File: config.mk
export PLATFORM = sky130hd
export DESIGN_NAME = mrs_top
export DESIGN_NICKNAME = d
export VERILOG_FILES = /design/src/mrs_ramp.v /design/src/mrs_top.v
export VERILOG_INCLUDE_DIRS = /design/src
export SDC_FILE = /design/constraint.sdc
export NUM_CORES = 2
export LEC_CHECK = 0
export BUFFER_PORTS_ARGS = -buffer_cell sky130_fd_sc_hd__buf_2
export CORE_MARGIN = 2
export CORE_UTILIZATION = 50
export DETAILED_ROUTE_END_ITERATION = 10
export GPL_ROUTABILITY_DRIVEN = 0
export PLACE_DENSITY = 0.68
export RECOVER_POWER = 25
export SLEW_MARGIN = 20
export SYNTH_ARGS = -nofsm -noshare
export SYNTH_HDL_FRONTEND = slang
export SYNTH_SLANG_ARGS = --single-unit
File: constraint.sdc
create_clock -name I_CLK -period 40 [get_ports I_CLK]
set_input_delay 8 -clock I_CLK [delete_from_list [all_inputs] [get_ports I_CLK]]
set_output_delay 8 -clock I_CLK [all_outputs]
set_load 0.1 [all_outputs]
File: src/mrs_regs.vh
`ifndef MRS_REGS_VH
`define MRS_REGS_VH
// register byte addresses
`define MRS_ADDR_CTRL 8'h00
`define MRS_ADDR_OFFSET 8'h04
`define MRS_ADDR_ACCEL 8'h08
`define MRS_ADDR_STATUS 8'h0C
`define MRS_ADDR_SPEED 8'h10
`define MRS_ADDR_DATA 8'h20
`define MRS_ADDR_DATA_END 8'h3C
// control fields
`define MRS_CTRL_DIR 0
`define MRS_CTRL_PWM 1
`define MRS_CTRL_SEL_LSB 2
`define MRS_CTRL_SEL_MSB 4
`define MRS_CTRL_TL_LSB 5
`define MRS_CTRL_TL_MSB 6
`define MRS_CTRL_RST 7'h0D
`define MRS_ACCEL_RST 8'h01
// operation data entry fields
`define MRS_ENT_SPD_LSB 0
`define MRS_ENT_SPD_MSB 11
`define MRS_ENT_DEC_LSB 12
`define MRS_ENT_DEC_MSB 19
`define MRS_ENT_TQ_LSB 20
`define MRS_ENT_TQ_MSB 27
`define MRS_ENT_SM_LSB 28
`define MRS_ENT_SM_MSB 29
`define MRS_ENT_TM_LSB 30
`define MRS_ENT_TM_MSB 31
`define MRS_ENT0_RST 32'h36401000
`define MRS_ENT1_RST 32'h16401000
`define MRS_ENTN_RST 32'h06401000
// setting methods
`define MRS_M_DIG 2'h0
`define MRS_M_POT1 2'h1
`define MRS_M_POT2 2'h2
`define MRS_M_EXT 2'h3
// limits
`define MRS_SPD_MAX 12'hFA0
`define MRS_OFS_MAX 12'h5DC
`define MRS_OFS_MIN 12'hA24
`define MRS_TQ_MAX 8'hC8
// ramp timing: one step slot per 10 us, 3000 r/min per 0.1 s unit
`define MRS_CLK_MHZ 50
`define MRS_STEP_US 10
`define MRS_RATE_NUM 12'h003
`define MRS_TIME_SCALE 12'h00A
`endif

File: src/mrs_ramp.v
`timescale 1ns/100ps
`include "mrs_regs.vh"
module mrs_ramp #(
  parameter W = 12
) (
  input wire i_clk,
  input wire i_rstn,
  input wire i_run,
  input wire i_decel,
  input wire i_brake,
  input wire [W-1:0] i_target,
  input wire [7:0] i_acc_t,
  input wire [7:0] i_dec_t,
  output reg [W-1:0] o_speed,
  output wire o_zero
);
  localparam integer STEP_CYC = `MRS_STEP_US * `MRS_CLK_MHZ;
  reg [9:0] tick_q;
  reg [11:0] acc_q;
  wire tick = (tick_q == STEP_CYC[9:0] - 10'h001);
  wire [W-1:0] goal = i_run ? i_target : {W{1'b0}};
  wire up = goal > o_speed;
  wire [7:0] t_raw = up ? i_acc_t : i_dec_t;
  wire [7:0] t_sel = (t_raw == 8'h00) ? 8'h01 : t_raw;
  wire [19:0] lim_w = t_sel * `MRS_TIME_SCALE;
  wire [11:0] lim = lim_w[11:0];
  wire [11:0] acc_n = acc_q + `MRS_RATE_NUM;
  assign o_zero = (o_speed == {W{1'b0}});
  always @(posedge i_clk)
  begin
    if (!i_rstn)
    begin
      tick_q <= 10'h000;
      acc_q <= 12'h000;
      o_speed <= {W{1'b0}};
    end
    else
    begin
      tick_q <= tick ? 10'h000 : tick_q + 10'h001;
      if (i_brake)
      begin
        o_speed <= {W{1'b0}};
        acc_q <= 12'h000;
      end
      else if (!(i_run || i_decel) || goal == o_speed)
        acc_q <= 12'h000;
      else if (tick)
      begin
        if (acc_n >= lim)
        begin
          acc_q <= acc_n - lim;
          o_speed <= up ? o_speed + 1'b1 : o_speed - 1'b1;
        end
        else
          acc_q <= acc_n;
      end
    end
  end
endmodule // mrs_ramp

File: src/mrs_top.v
`timescale 1ns/100ps
`include "mrs_regs.vh"
module mrs_top #(
  parameter N_ENT = 8,
  parameter N_TL = 2
) (
  input wire I_CLK,
  input wire I_RSTN,
  input wire I_RUN_REQUEST,
  input wire I_RUN_PERMIT_INPUT,
  input wire [2:0] I_SPEED_SELECT,
  input wire I_DIRECTION_INPUT,
  input wire [N_TL-1:0] I_TORQUE_LIMIT_ENABLE_INPUT,
  input wire [11:0] I_EXT_ANALOG_SPEED,
  input wire [11:0] I_EXT_PWM_SPEED,
  input wire [11:0] I_EXT_TORQUE_VOLT,
  input wire [11:0] I_INTERNAL_POT_FIRST,
  input wire [11:0] I_INTERNAL_POT_SECOND,
  input wire I_PSEL,
  input wire I_PENABLE,
  input wire I_PWRITE,
  input wire [7:0] I_PADDR,
  input wire [31:0] I_PWDATA,
  output reg [31:0] O_PRDATA,
  output wire O_PREADY,
  output wire O_PSLVERR,
  output wire [11:0] O_SPEED_CMD,
  output reg O_DIR_CW,
  output reg O_BRAKE,
  output reg [1:0] O_RUN_STATE,
  output reg [2:0] O_OP_DATA_NUM,
  output reg [7:0] O_TORQUE_LIMIT_PCT,
  output reg O_TORQUE_LIMIT_ACTIVE,
  output reg O_SETTING_ERROR
);
  localparam [1:0] ST_STOP = 2'b00;
  localparam [1:0] ST_RUN = 2'b01;
  localparam [1:0] ST_DECEL = 2'b10;
  localparam [1:0] ST_BRAKE = 2'b11;

  reg [6:0] ctrl_q;
  reg [11:0] ofs_q;
  reg [7:0] acc_t_q;
  reg [1:0] st_q;
  reg [1:0] st_d;
  reg [11:0] spd_base;
  reg [11:0] spd_tgt;
  reg [7:0] tq_d;
  reg [31:0] rd_d;
  reg [11:0] ofs_w;
  wire [11:0] speed_now;
  wire speed_zero;
  wire [31:0] ent_flat [0:N_ENT-1];

  // apb decode
  wire acc_ph = I_PSEL & I_PENABLE;
  wire wr_en = acc_ph & I_PWRITE;
  wire hit_ctrl = (I_PADDR == `MRS_ADDR_CTRL);
  wire hit_ofs = (I_PADDR == `MRS_ADDR_OFFSET);
  wire hit_acc = (I_PADDR == `MRS_ADDR_ACCEL);
  wire hit_stat = (I_PADDR == `MRS_ADDR_STATUS);
  wire hit_spd = (I_PADDR == `MRS_ADDR_SPEED);
  wire hit_ent = (I_PADDR >= `MRS_ADDR_DATA) && (I_PADDR <= `MRS_ADDR_DATA_END) && (I_PADDR[1:0] == 2'b00);
  wire hit_any = hit_ctrl | hit_ofs | hit_acc | hit_stat | hit_spd | hit_ent;
  wire ro_wr = I_PWRITE & (hit_stat | hit_spd);
  wire [2:0] ent_idx = I_PADDR[4:2];
  wire stopped = (st_q == ST_STOP) || ((st_q == ST_BRAKE) && speed_zero);

  assign O_PREADY = 1'b1;
  assign O_PSLVERR = acc_ph & (~hit_any | ro_wr);

  // input decoding
  wire [2:0] sel_assign = ctrl_q[`MRS_CTRL_SEL_MSB:`MRS_CTRL_SEL_LSB];
  wire [2:0] sel_num = I_SPEED_SELECT & sel_assign;
  wire [N_TL-1:0] tl_assign = ctrl_q[`MRS_CTRL_TL_MSB:`MRS_CTRL_TL_LSB];
  wire tl_on = &(I_TORQUE_LIMIT_ENABLE_INPUT | ~tl_assign);
  wire ext_pwm = ctrl_q[`MRS_CTRL_PWM];
  wire [11:0] ext_code = ext_pwm ? I_EXT_PWM_SPEED : I_EXT_ANALOG_SPEED;
  wire [11:0] ext_tq_code = ext_pwm ? I_EXT_PWM_SPEED : I_EXT_TORQUE_VOLT;

  // selected entry
  wire [31:0] ent = ent_flat[sel_num];
  wire [1:0] s_meth = ent[`MRS_ENT_SM_MSB:`MRS_ENT_SM_LSB];
  wire [1:0] t_meth = ent[`MRS_ENT_TM_MSB:`MRS_ENT_TM_LSB];
  wire [7:0] dec_t = ent[`MRS_ENT_DEC_MSB:`MRS_ENT_DEC_LSB];
  wire set_err = (s_meth == t_meth) && (s_meth != `MRS_M_DIG);

  // operation data entries
  genvar g;
  generate
    for (g = 0; g < N_ENT; g = g + 1)
    begin : g_ent
      localparam [31:0] RST = (g == 0) ? `MRS_ENT0_RST : (g == 1) ? `MRS_ENT1_RST : `MRS_ENTN_RST;
      reg [31:0] ent_q;
      wire wr_me = wr_en & hit_ent & (ent_idx == g);
      always @(posedge I_CLK)
      begin
        if (!I_RSTN)
          ent_q <= RST;
        else if (wr_me)
        begin
          ent_q[`MRS_ENT_TQ_MSB:0] <= I_PWDATA[`MRS_ENT_TQ_MSB:0];
          if (stopped)
            ent_q[`MRS_ENT_TM_MSB:`MRS_ENT_SM_LSB] <= I_PWDATA[`MRS_ENT_TM_MSB:`MRS_ENT_SM_LSB];
        end
      end
      assign ent_flat[g] = ent_q;
    end
  endgenerate

  // control registers
  always @*
  begin
    ofs_w = I_PWDATA[11:0];
    if (!ofs_w[11] && ofs_w > `MRS_OFS_MAX)
      ofs_w = `MRS_OFS_MAX;
    else if (ofs_w[11] && ofs_w < `MRS_OFS_MIN)
      ofs_w = `MRS_OFS_MIN;
  end

  always @(posedge I_CLK)
  begin
    if (!I_RSTN)
    begin
      ctrl_q <= `MRS_CTRL_RST;
      ofs_q <= 12'h000;
      acc_t_q <= `MRS_ACCEL_RST;
    end
    else if (wr_en)
    begin
      if (hit_ctrl)
      begin
        ctrl_q[`MRS_CTRL_DIR] <= I_PWDATA[`MRS_CTRL_DIR];
        ctrl_q[`MRS_CTRL_TL_MSB:`MRS_CTRL_SEL_LSB] <= I_PWDATA[`MRS_CTRL_TL_MSB:`MRS_CTRL_SEL_LSB];
        if (stopped)
          ctrl_q[`MRS_CTRL_PWM] <= I_PWDATA[`MRS_CTRL_PWM];
      end
      if (hit_ofs)
        ofs_q <= ofs_w;
      if (hit_acc)
        acc_t_q <= I_PWDATA[7:0];
    end
  end

  // speed target from the selected method
  wire [23:0] ext_scaled = ext_code * `MRS_SPD_MAX;
  wire [23:0] pot1_scaled = I_INTERNAL_POT_FIRST * `MRS_SPD_MAX;
  wire [23:0] pot2_scaled = I_INTERNAL_POT_SECOND * `MRS_SPD_MAX;
  wire [13:0] ext_ofs = {2'b00, ext_scaled[23:12]} + (ext_pwm ? 14'h0000 : {{2{ofs_q[11]}}, ofs_q});

  always @*
  begin
    case (s_meth)
      `MRS_M_DIG: spd_base = ent[`MRS_ENT_SPD_MSB:`MRS_ENT_SPD_LSB];
      `MRS_M_POT1: spd_base = pot1_scaled[23:12];
      `MRS_M_POT2: spd_base = pot2_scaled[23:12];
      default:
      begin
        if (ext_ofs[13])
          spd_base = 12'h000;
        else if (ext_ofs[12] || ext_ofs[11:0] > `MRS_SPD_MAX)
          spd_base = `MRS_SPD_MAX;
        else
          spd_base = ext_ofs[11:0];
      end
    endcase
    spd_tgt = (spd_base > `MRS_SPD_MAX) ? `MRS_SPD_MAX : spd_base;
  end

  // torque limit from the selected method
  wire [19:0] tq_ext = ext_tq_code * `MRS_TQ_MAX;
  wire [19:0] tq_pot1 = I_INTERNAL_POT_FIRST * `MRS_TQ_MAX;
  wire [19:0] tq_pot2 = I_INTERNAL_POT_SECOND * `MRS_TQ_MAX;

  always @*
  begin
    case (t_meth)
      `MRS_M_DIG: tq_d = ent[`MRS_ENT_TQ_MSB:`MRS_ENT_TQ_LSB];
      `MRS_M_POT1: tq_d = tq_pot1[19:12];
      `MRS_M_POT2: tq_d = tq_pot2[19:12];
      default: tq_d = tq_ext[19:12];
    endcase
    if (tq_d > `MRS_TQ_MAX)
      tq_d = `MRS_TQ_MAX;
  end

  // run and stop state machine
  always @*
  begin
    st_d = st_q;
    case (st_q)
      ST_STOP, ST_RUN, ST_DECEL, ST_BRAKE:
      begin
        if (!I_RUN_PERMIT_INPUT)
          st_d = ST_BRAKE;
        else if (I_RUN_REQUEST && !set_err)
          st_d = ST_RUN;
        else if (I_RUN_REQUEST)
          st_d = ST_BRAKE;
        else if (speed_zero)
          st_d = ST_STOP;
        else if (st_q == ST_BRAKE)
          st_d = ST_BRAKE;
        else
          st_d = ST_DECEL;
      end
      default: st_d = ST_BRAKE;
    endcase
  end

  always @(posedge I_CLK)
  begin
    if (!I_RSTN)
    begin
      st_q <= ST_STOP;
      O_RUN_STATE <= ST_STOP;
      O_BRAKE <= 1'b0;
      O_DIR_CW <= 1'b0;
      O_OP_DATA_NUM <= 3'h0;
      O_TORQUE_LIMIT_PCT <= 8'h00;
      O_TORQUE_LIMIT_ACTIVE <= 1'b0;
      O_SETTING_ERROR <= 1'b0;
    end
    else
    begin
      st_q <= st_d;
      O_RUN_STATE <= st_d;
      O_BRAKE <= (st_d == ST_BRAKE);
      O_DIR_CW <= ctrl_q[`MRS_CTRL_DIR] ? I_DIRECTION_INPUT : ~I_DIRECTION_INPUT;
      O_OP_DATA_NUM <= sel_num;
      O_TORQUE_LIMIT_PCT <= tq_d;
      O_TORQUE_LIMIT_ACTIVE <= tl_on;
      O_SETTING_ERROR <= set_err;
    end
  end

  mrs_ramp #(
    .W(12)
  ) u_ramp (
    .i_clk(I_CLK),
    .i_rstn(I_RSTN),
    .i_run(st_q == ST_RUN),
    .i_decel(st_q == ST_DECEL),
    .i_brake(st_q == ST_BRAKE),
    .i_target(spd_tgt),
    .i_acc_t(acc_t_q),
    .i_dec_t(dec_t),
    .o_speed(speed_now),
    .o_zero(speed_zero)
  );
  assign O_SPEED_CMD = speed_now;

  // read data is captured in the setup phase
  always @*
  begin
    rd_d = 32'h00000000;
    if (hit_ctrl)
      rd_d[6:0] = ctrl_q;
    else if (hit_ofs)
      rd_d = {{20{ofs_q[11]}}, ofs_q};
    else if (hit_acc)
      rd_d[7:0] = acc_t_q;
    else if (hit_stat)
      rd_d[10:0] = {O_SETTING_ERROR, O_TORQUE_LIMIT_ACTIVE, O_DIR_CW, O_BRAKE, O_OP_DATA_NUM, 2'b00, O_RUN_STATE};
    else if (hit_spd)
      rd_d[11:0] = speed_now;
    else if (hit_ent)
      rd_d = ent_flat[ent_idx];
  end

  always @(posedge I_CLK)
  begin
    if (!I_RSTN)
      O_PRDATA <= 32'h00000000;
    else if (I_PSEL && !I_PENABLE && !I_PWRITE)
      O_PRDATA <= rd_d;
  end
endmodule // mrs_top

# Word-level counts from Yosys, hierarchy flattened
# Cells that the tools add are included.
[word_totals]
regBits = 366
inputBits = 113
out_inout_bits = 63
wordCells = 197
[classes]
n_bitwise = 29
multipliers = 7
order_cmp = 11
eq_ne = 22
mux = 44
n_addsub = 6
reduce_logical = 46
[ops]
columns = ["cell", "count"]
rows = [
  ["32-bit two-way mux", 11],
  ["32-bit binary-select mux with 3-bit select", 2],
  ["12-bit two-way mux", 11],
  ["12-bit by 7-bit multiplier with 19-bit output, second input constant", 3],
  ["12-bit by 5-bit multiplier with 17-bit output, second input constant", 3],
  ["12-bit one-hot mux with 3 select lines", 1],
  ["8-bit two-way mux", 4],
  ["25-bit two-way mux", 1],
  ["12-bit > comparator, second input constant", 2],
  ["24-bit two-way mux", 1],
  ["8-bit one-hot mux with 3 select lines", 1],
  ["2-bit AND reduction", 12],
  ["21-bit two-way mux", 1],
  ["20-bit two-way mux", 1],
  ["8-bit by 4-bit equality test with 1-bit output, second input constant", 2],
  ["8-bit logical NOT", 2],
  ["12-bit by 14-bit adder with 14-bit output", 1],
  ["14-bit two-way mux", 1],
  ["1-bit bitwise AND", 13],
  ["12-bit by 1-bit adder with 12-bit output, second input constant", 1],
  ["12-bit by 2-bit adder with 12-bit output, second input constant", 1],
  ["12-bit equality test", 1],
  ["3-bit equality test, second input constant", 4],
  ["12-bit greater-or-equal comparator", 1],
  ["other kinds (40)", 84],
]

# Logic depth before layout (Yosys ltp)
[logic_depth]
ltp_word = 18
mapped_depth = 63
mapped_depth_nobuf = 60

# Modules after synthesis
# From an unflattened synthesis, not the netlist that was laid out.
[hier_totals]
hier_cells = 3344
area_unflattened_um2 = 29094.2
[modules_own_cells]
columns = ["module", "n_inst", "area_per_inst_um2", "cells_each", "seq_area_each_um2"]
rows = [
  ["mrs_top", 1, 25569.5, 2888, 6646.4],
  ["mrs_ramp", 1, 3524.6, 456, 680.7],
]

# Worst setup path after synthesis
# Ideal clock, no wire load.
[synth_timing]
path_type = "input to register"
start = "in I_EXT_PWM_SPEED[6]"
end = "reg u_ramp.acc_q[3]"
stages = 54
n_path_buf = 1
setup_time_ps = 121
t_arrival_ps = 20067
path_slack_ps = 19812
path_cell_list = "nand2_1 o21a_1 fa_1 fa_1 inv_1 fa_1 inv_1 fa_1 inv_1 ha_1 a21o_1 a21oi_1 nor2b_1 a311oi_1 nor2b_1 o21ai_0 nand2b_1 xor2_1 [18 not listed] a221o_1 ha_1 ha_1 fa_1 a21o_1 a21oi_1 xnor2_1 ha_1 and3_1 a211oi_1 o21ai_0 a21o_1 a2111oi_1 or3_4 buf_6 mux2_2 a22oi_1 nor2_1"
[synth_between]
elab_chain_len = 18
word_cells_on_any_way = 22
classes_between = "add/sub: 2; mul: 2; order compare: 4; eq/ne: 1; mux: 9; reduce/logical: 4"
[synth_lines]
columns = ["element", "line", "rtl"]
rows = [
  ["start, declared", "mrs_top.v:15", "input wire [11:0] I_EXT_PWM_SPEED,"],
  ["12-bit two-way mux *", "mrs_top.v:78", "wire [11:0] ext_code = ext_pwm ? I_EXT_PWM_SPEED : I_EXT_ANALOG_SPEED;"],
  ["12-bit by 7-bit multiplier with 19-bit output (no source line) *", "-", ""],
  ["12-bit by 14-bit adder with 14-bit output *", "mrs_top.v:149", "wire [13:0] ext_ofs = {2'b00, ext_scaled[23:12]} + (ext_pwm ? 14'h0000 : {{2{ofs_q[11]}}, ofs_q});"],
  ["12-bit > comparator (no source line)", "-", ""],
  ["1-bit logical OR (no source line)", "-", ""],
  ["12-bit two-way mux", "mrs_top.v:161", "else if (ext_ofs[12] || ext_ofs[11:0] > `MRS_SPD_MAX)"],
  ["12-bit two-way mux *", "mrs_top.v:159", "if (ext_ofs[13])"],
  ["12-bit one-hot mux with 3 select lines *", "mrs_top.v:153", "case (s_meth)"],
  ["[2 not listed]", "-", ""],
  ["12-bit two-way mux *", "mrs_ramp.v:21", "wire [W-1:0] goal = i_run ? i_target : {W{1'b0}};"],
  ["12-bit > comparator", "mrs_ramp.v:22", "wire up = goal > o_speed;"],
  ["8-bit two-way mux", "mrs_ramp.v:23", "wire [7:0] t_raw = up ? i_acc_t : i_dec_t;"],
  ["8-bit logical NOT", "mrs_ramp.v:24", "wire [7:0] t_sel = (t_raw == 8'h00) ? 8'h01 : t_raw;"],
  ["8-bit two-way mux", "mrs_ramp.v:24", ""],
  ["8-bit by 3-bit multiplier with 11-bit output (no source line)", "-", ""],
  ["12-bit subtractor or 12-bit greater-or-equal comparator (tied branches)", "mrs_ramp.v:51, mrs_ramp.v:49", ""],
  ["12-bit two-way mux", "mrs_ramp.v:49", "if (acc_n >= lim)"],
  ["end signal, assigned", "mrs_ramp.v:51", "acc_q <= acc_n - lim;"],
  ["end signal, assigned", "mrs_ramp.v:55", "acc_q <= acc_n;"],
  ["end, declared", "mrs_ramp.v:19", "reg [11:0] acc_q;"],
]
# Mark *: on every way between the ends. The rest lies on a longest branch, timed or not.
# A chain may end at the register's enable or synchronous reset.

# Worst setup path in the final report
# Same ends and word-level chain as after synthesis.

==> out/metrics.yaml <==
status: "complete, but fails checks"
violations: "max-capacitance violations, max-slew violations"
hpwl_mm: 63.4
drive_above_1_share_pct: 11.2
cp_slowest_cell: "a21oi_2"
die_w_um: 245
io_pins: 176
ys.flop_type: "dfxtp_1"
worstRegToRegCells: 54
start_kind: "input pin"
crit_type: "input pin to register"
grt_pass1_vias: 24700
num_rows: 88
hold_end: "u_ramp.tick_q[0]"
r2r-start: "ctrl_q[1]"
slew_violations: 349
tightest_slew_ps: 3530
drt-total-wl_mm: 90.6
path_clk_slew_ps: 60
fin_setup_tns_ps: 0
yosys-top-cells-count: "nand2_1, dfxtp_1, a21oi_1"
grt-ovfl-total: 0
diodes: 0
clock_skew_ps: 42.7
wl_per_cell_um: 21.4
cp-end-kind: "register"
drtIter0Drc: 2417
fillerInstances: 5318
crit_arrival_ps: 21770
design.die.area_um2: 59900
cp_common_cell: "ha_1"
max_freq_mhz: 47.0
clock_sinks: 366
slowest_delay_ps: 700
dpl-instance-area_um2: 30300
min_period_over_period_pct: 53.2
cts-root-buf: "clkbuf_16"
path_max_fanout: 22
yosys_register_bits: 366
nets: 3956
yosysTopAreaCell: "dfxtp_1"
cp_top_family: "compound AO/OA/AOI/OAI gates"
rsz0062_at_grt: "false"
vias: 25500
p_leak_uw: 0.0131
antenna_left: 0
synth_cells: 3375
yosysUniqueCellTypes: 87
crit_required_ps: 40480
synth-async-reset-ratio_pct: 0
cts_max_path_buffers: 3
cts_buffers: 43
grt_usage_pct: 30.1
syn_avg_cell_area_um2: 8.58
antenna_found_initial: 9
syn_to_final_growth_pct: 9.40
coreArea_um2: 57500
hp-start: "u_ramp.tick_q[0]"
hp-class: "register to register"
cts_setup_buffers: 0
cts_tree: "yes"
rrSetupSlack_ps: 25490
grt_pass1_wl_mm: 141
firstDrtPassIters: 7
yosysWarnings: 0
drcViolationCount: 0
avgViaCountPerCell: 6.02
min_period_ps: 21290
max-cap-violations: 6
synthTopCellsByArea: "dfxtp_1, ha_1, mux4_2"
cts_hold_buffers: 0
fin_area_um2: 31700
grt_max_degree: 116
power_uw: 1490
clock_latency_ps: 610
synthesis.area_um2: 29000
yosysSeqAreaShare_pct: 25.3
setup_viol: 0
yosysMostFrequentCell: "nand2_1"
portBuffers: 174
start_util_pct: 50.4
power.density_nw_per_um2: 47.2
synth_fp_nets: 3898
synth_top_area_share_pct: 25.3
whs_path_depth: 1
slew_headroom_pct: -135
cts_htree_levels: 2
vdd_ir_drop_max_mv: 0.0309
fp.dieH_um: 245
report.final.hold_viol_count: 0
cts_resized: 0
synth_enable_flop_cells: 0
r2r_end: "u_ramp.acc_q[3]"
path_buf_inv: 5
## cell type report
type,count,area (um^2),area share [%]
Timing Repair Buffer,209,1040,3.29
Sequential cell,366,7330,23.1
Multi-Input combinational cell,2536,19900,62.7
Inverter,277,1040,3.29
Clock inverter,19,290,0.916
Clock buffer,56,1160,3.68
Tap cell,765,957,3.02
## sequential cells by signal, summed over array words and instances, names as in the netlist
name and count:
g_ent.ent_q 256, O_PRDATA 32, ofs_q 12, u_ramp.acc_q 12, u_ramp.o_speed 12, u_ramp.tick_q 10
O_TORQUE_LIMIT_PCT 8, acc_t_q 8, ctrl_q 7, O_OP_DATA_NUM 3, st_q 2, O_BRAKE 1
O_DIR_CW 1, O_SETTING_ERROR 1, O_TORQUE_LIMIT_ACTIVE 1
## routing by layer
layer / up-vias / global-route usage [%] / routed length (um)
met5: - / 0 / 116
met4: 18 / 13.9 / 4460
met3: 292 / 7.43 / 8900
met2: 1150 / 48.8 / 41800
met1: 12100 / 38.0 / 35300
li1: 11900 / - / -
## placed cells by master, fill, tap and decap left out, types with 29 or more instances in the layout
| cell | count |
|---|---|
| dfxtp_1 | 365 |
| buf_4 | 32 |
| nand2_1 | 629 |
| ha_1 | 278 |
| clkbuf_16 | 43 |
| mux4_2 | 128 |
| nor2_1 | 166 |
| buf_2 | 111 |
| nor3_1 | 43 |
| inv_1 | 275 |
| a21oi_1 | 344 |
| nor2b_1 | 29 |
| clkbuf_1 | 75 |
| o21ai_0 | 148 |
| fa_1 | 132 |
| xnor2_1 | 56 |
| a22oi_1 | 29 |
| nand3_1 | 88 |
| mux2i_1 | 69 |
| xor2_1 | 39 |
## logic make-up after synthesis
group                    count (synthesis)  synth area share (%)
XOR/XNOR                                95                  2.87
adder cells (fa/ha/maj)                410                  21.1
flip-flops                             366                  25.3
multiplexers                           218                  13.2
AO/OA/AOI/OAI                          734                  15.1
other                                    1                0.0129
AND/OR/NAND/NOR                       1078                  16.0
buffers and inverters                  473                  6.33
## worst reg2reg max path, delay by kind of cell (launching register included)
| kind | cells | cell delay, ps |
|---|---|---|
| flops | 1 | 650 |
| compound gates | 22 | 5940 |
| buf+inv | 7 | 1190 |
| mux | 1 | 390 |
| fa+ha+maj | 11 | 3840 |
| simple gates | 11 | 2090 |
| xor+xnor | 2 | 290 |
## worst max path at each step
stage,from,end,depth (start not counted)
after floorplan,I_EXT_PWM_SPEED[6],u_ramp.acc_q[3],54
after global placement,I_EXT_PWM_SPEED[6],u_ramp.acc_q[3],54
after detailed placement,I_EXT_PWM_SPEED[6],u_ramp.acc_q[3],54
after global routing,I_EXT_PWM_SPEED[6],u_ramp.acc_q[2],54
final,I_EXT_PWM_SPEED[6],u_ramp.acc_q[3],54
after CTS,I_EXT_PWM_SPEED[6],u_ramp.acc_q[3],54
## stage by stage
stage          setup slack [ps]  hold slack [ps]  util, %  cells
2_1_floorplan             19810              426        -   3375
3_3_place_gp              18520              442     52.8   4153
3_5_place_dp              18220              448     52.8   4153
4_1_cts                   18810              462     55.3   4228
5_1_grt                   17630              483     55.1   4228
6_report                  18710              459     55.1   4228
## power breakdown
part	internal (uW)	switching (uW)
clock	241	172
combinational	288	426
sequential	366	1.60
Note: power is estimated with default switching activity, not from simulation.
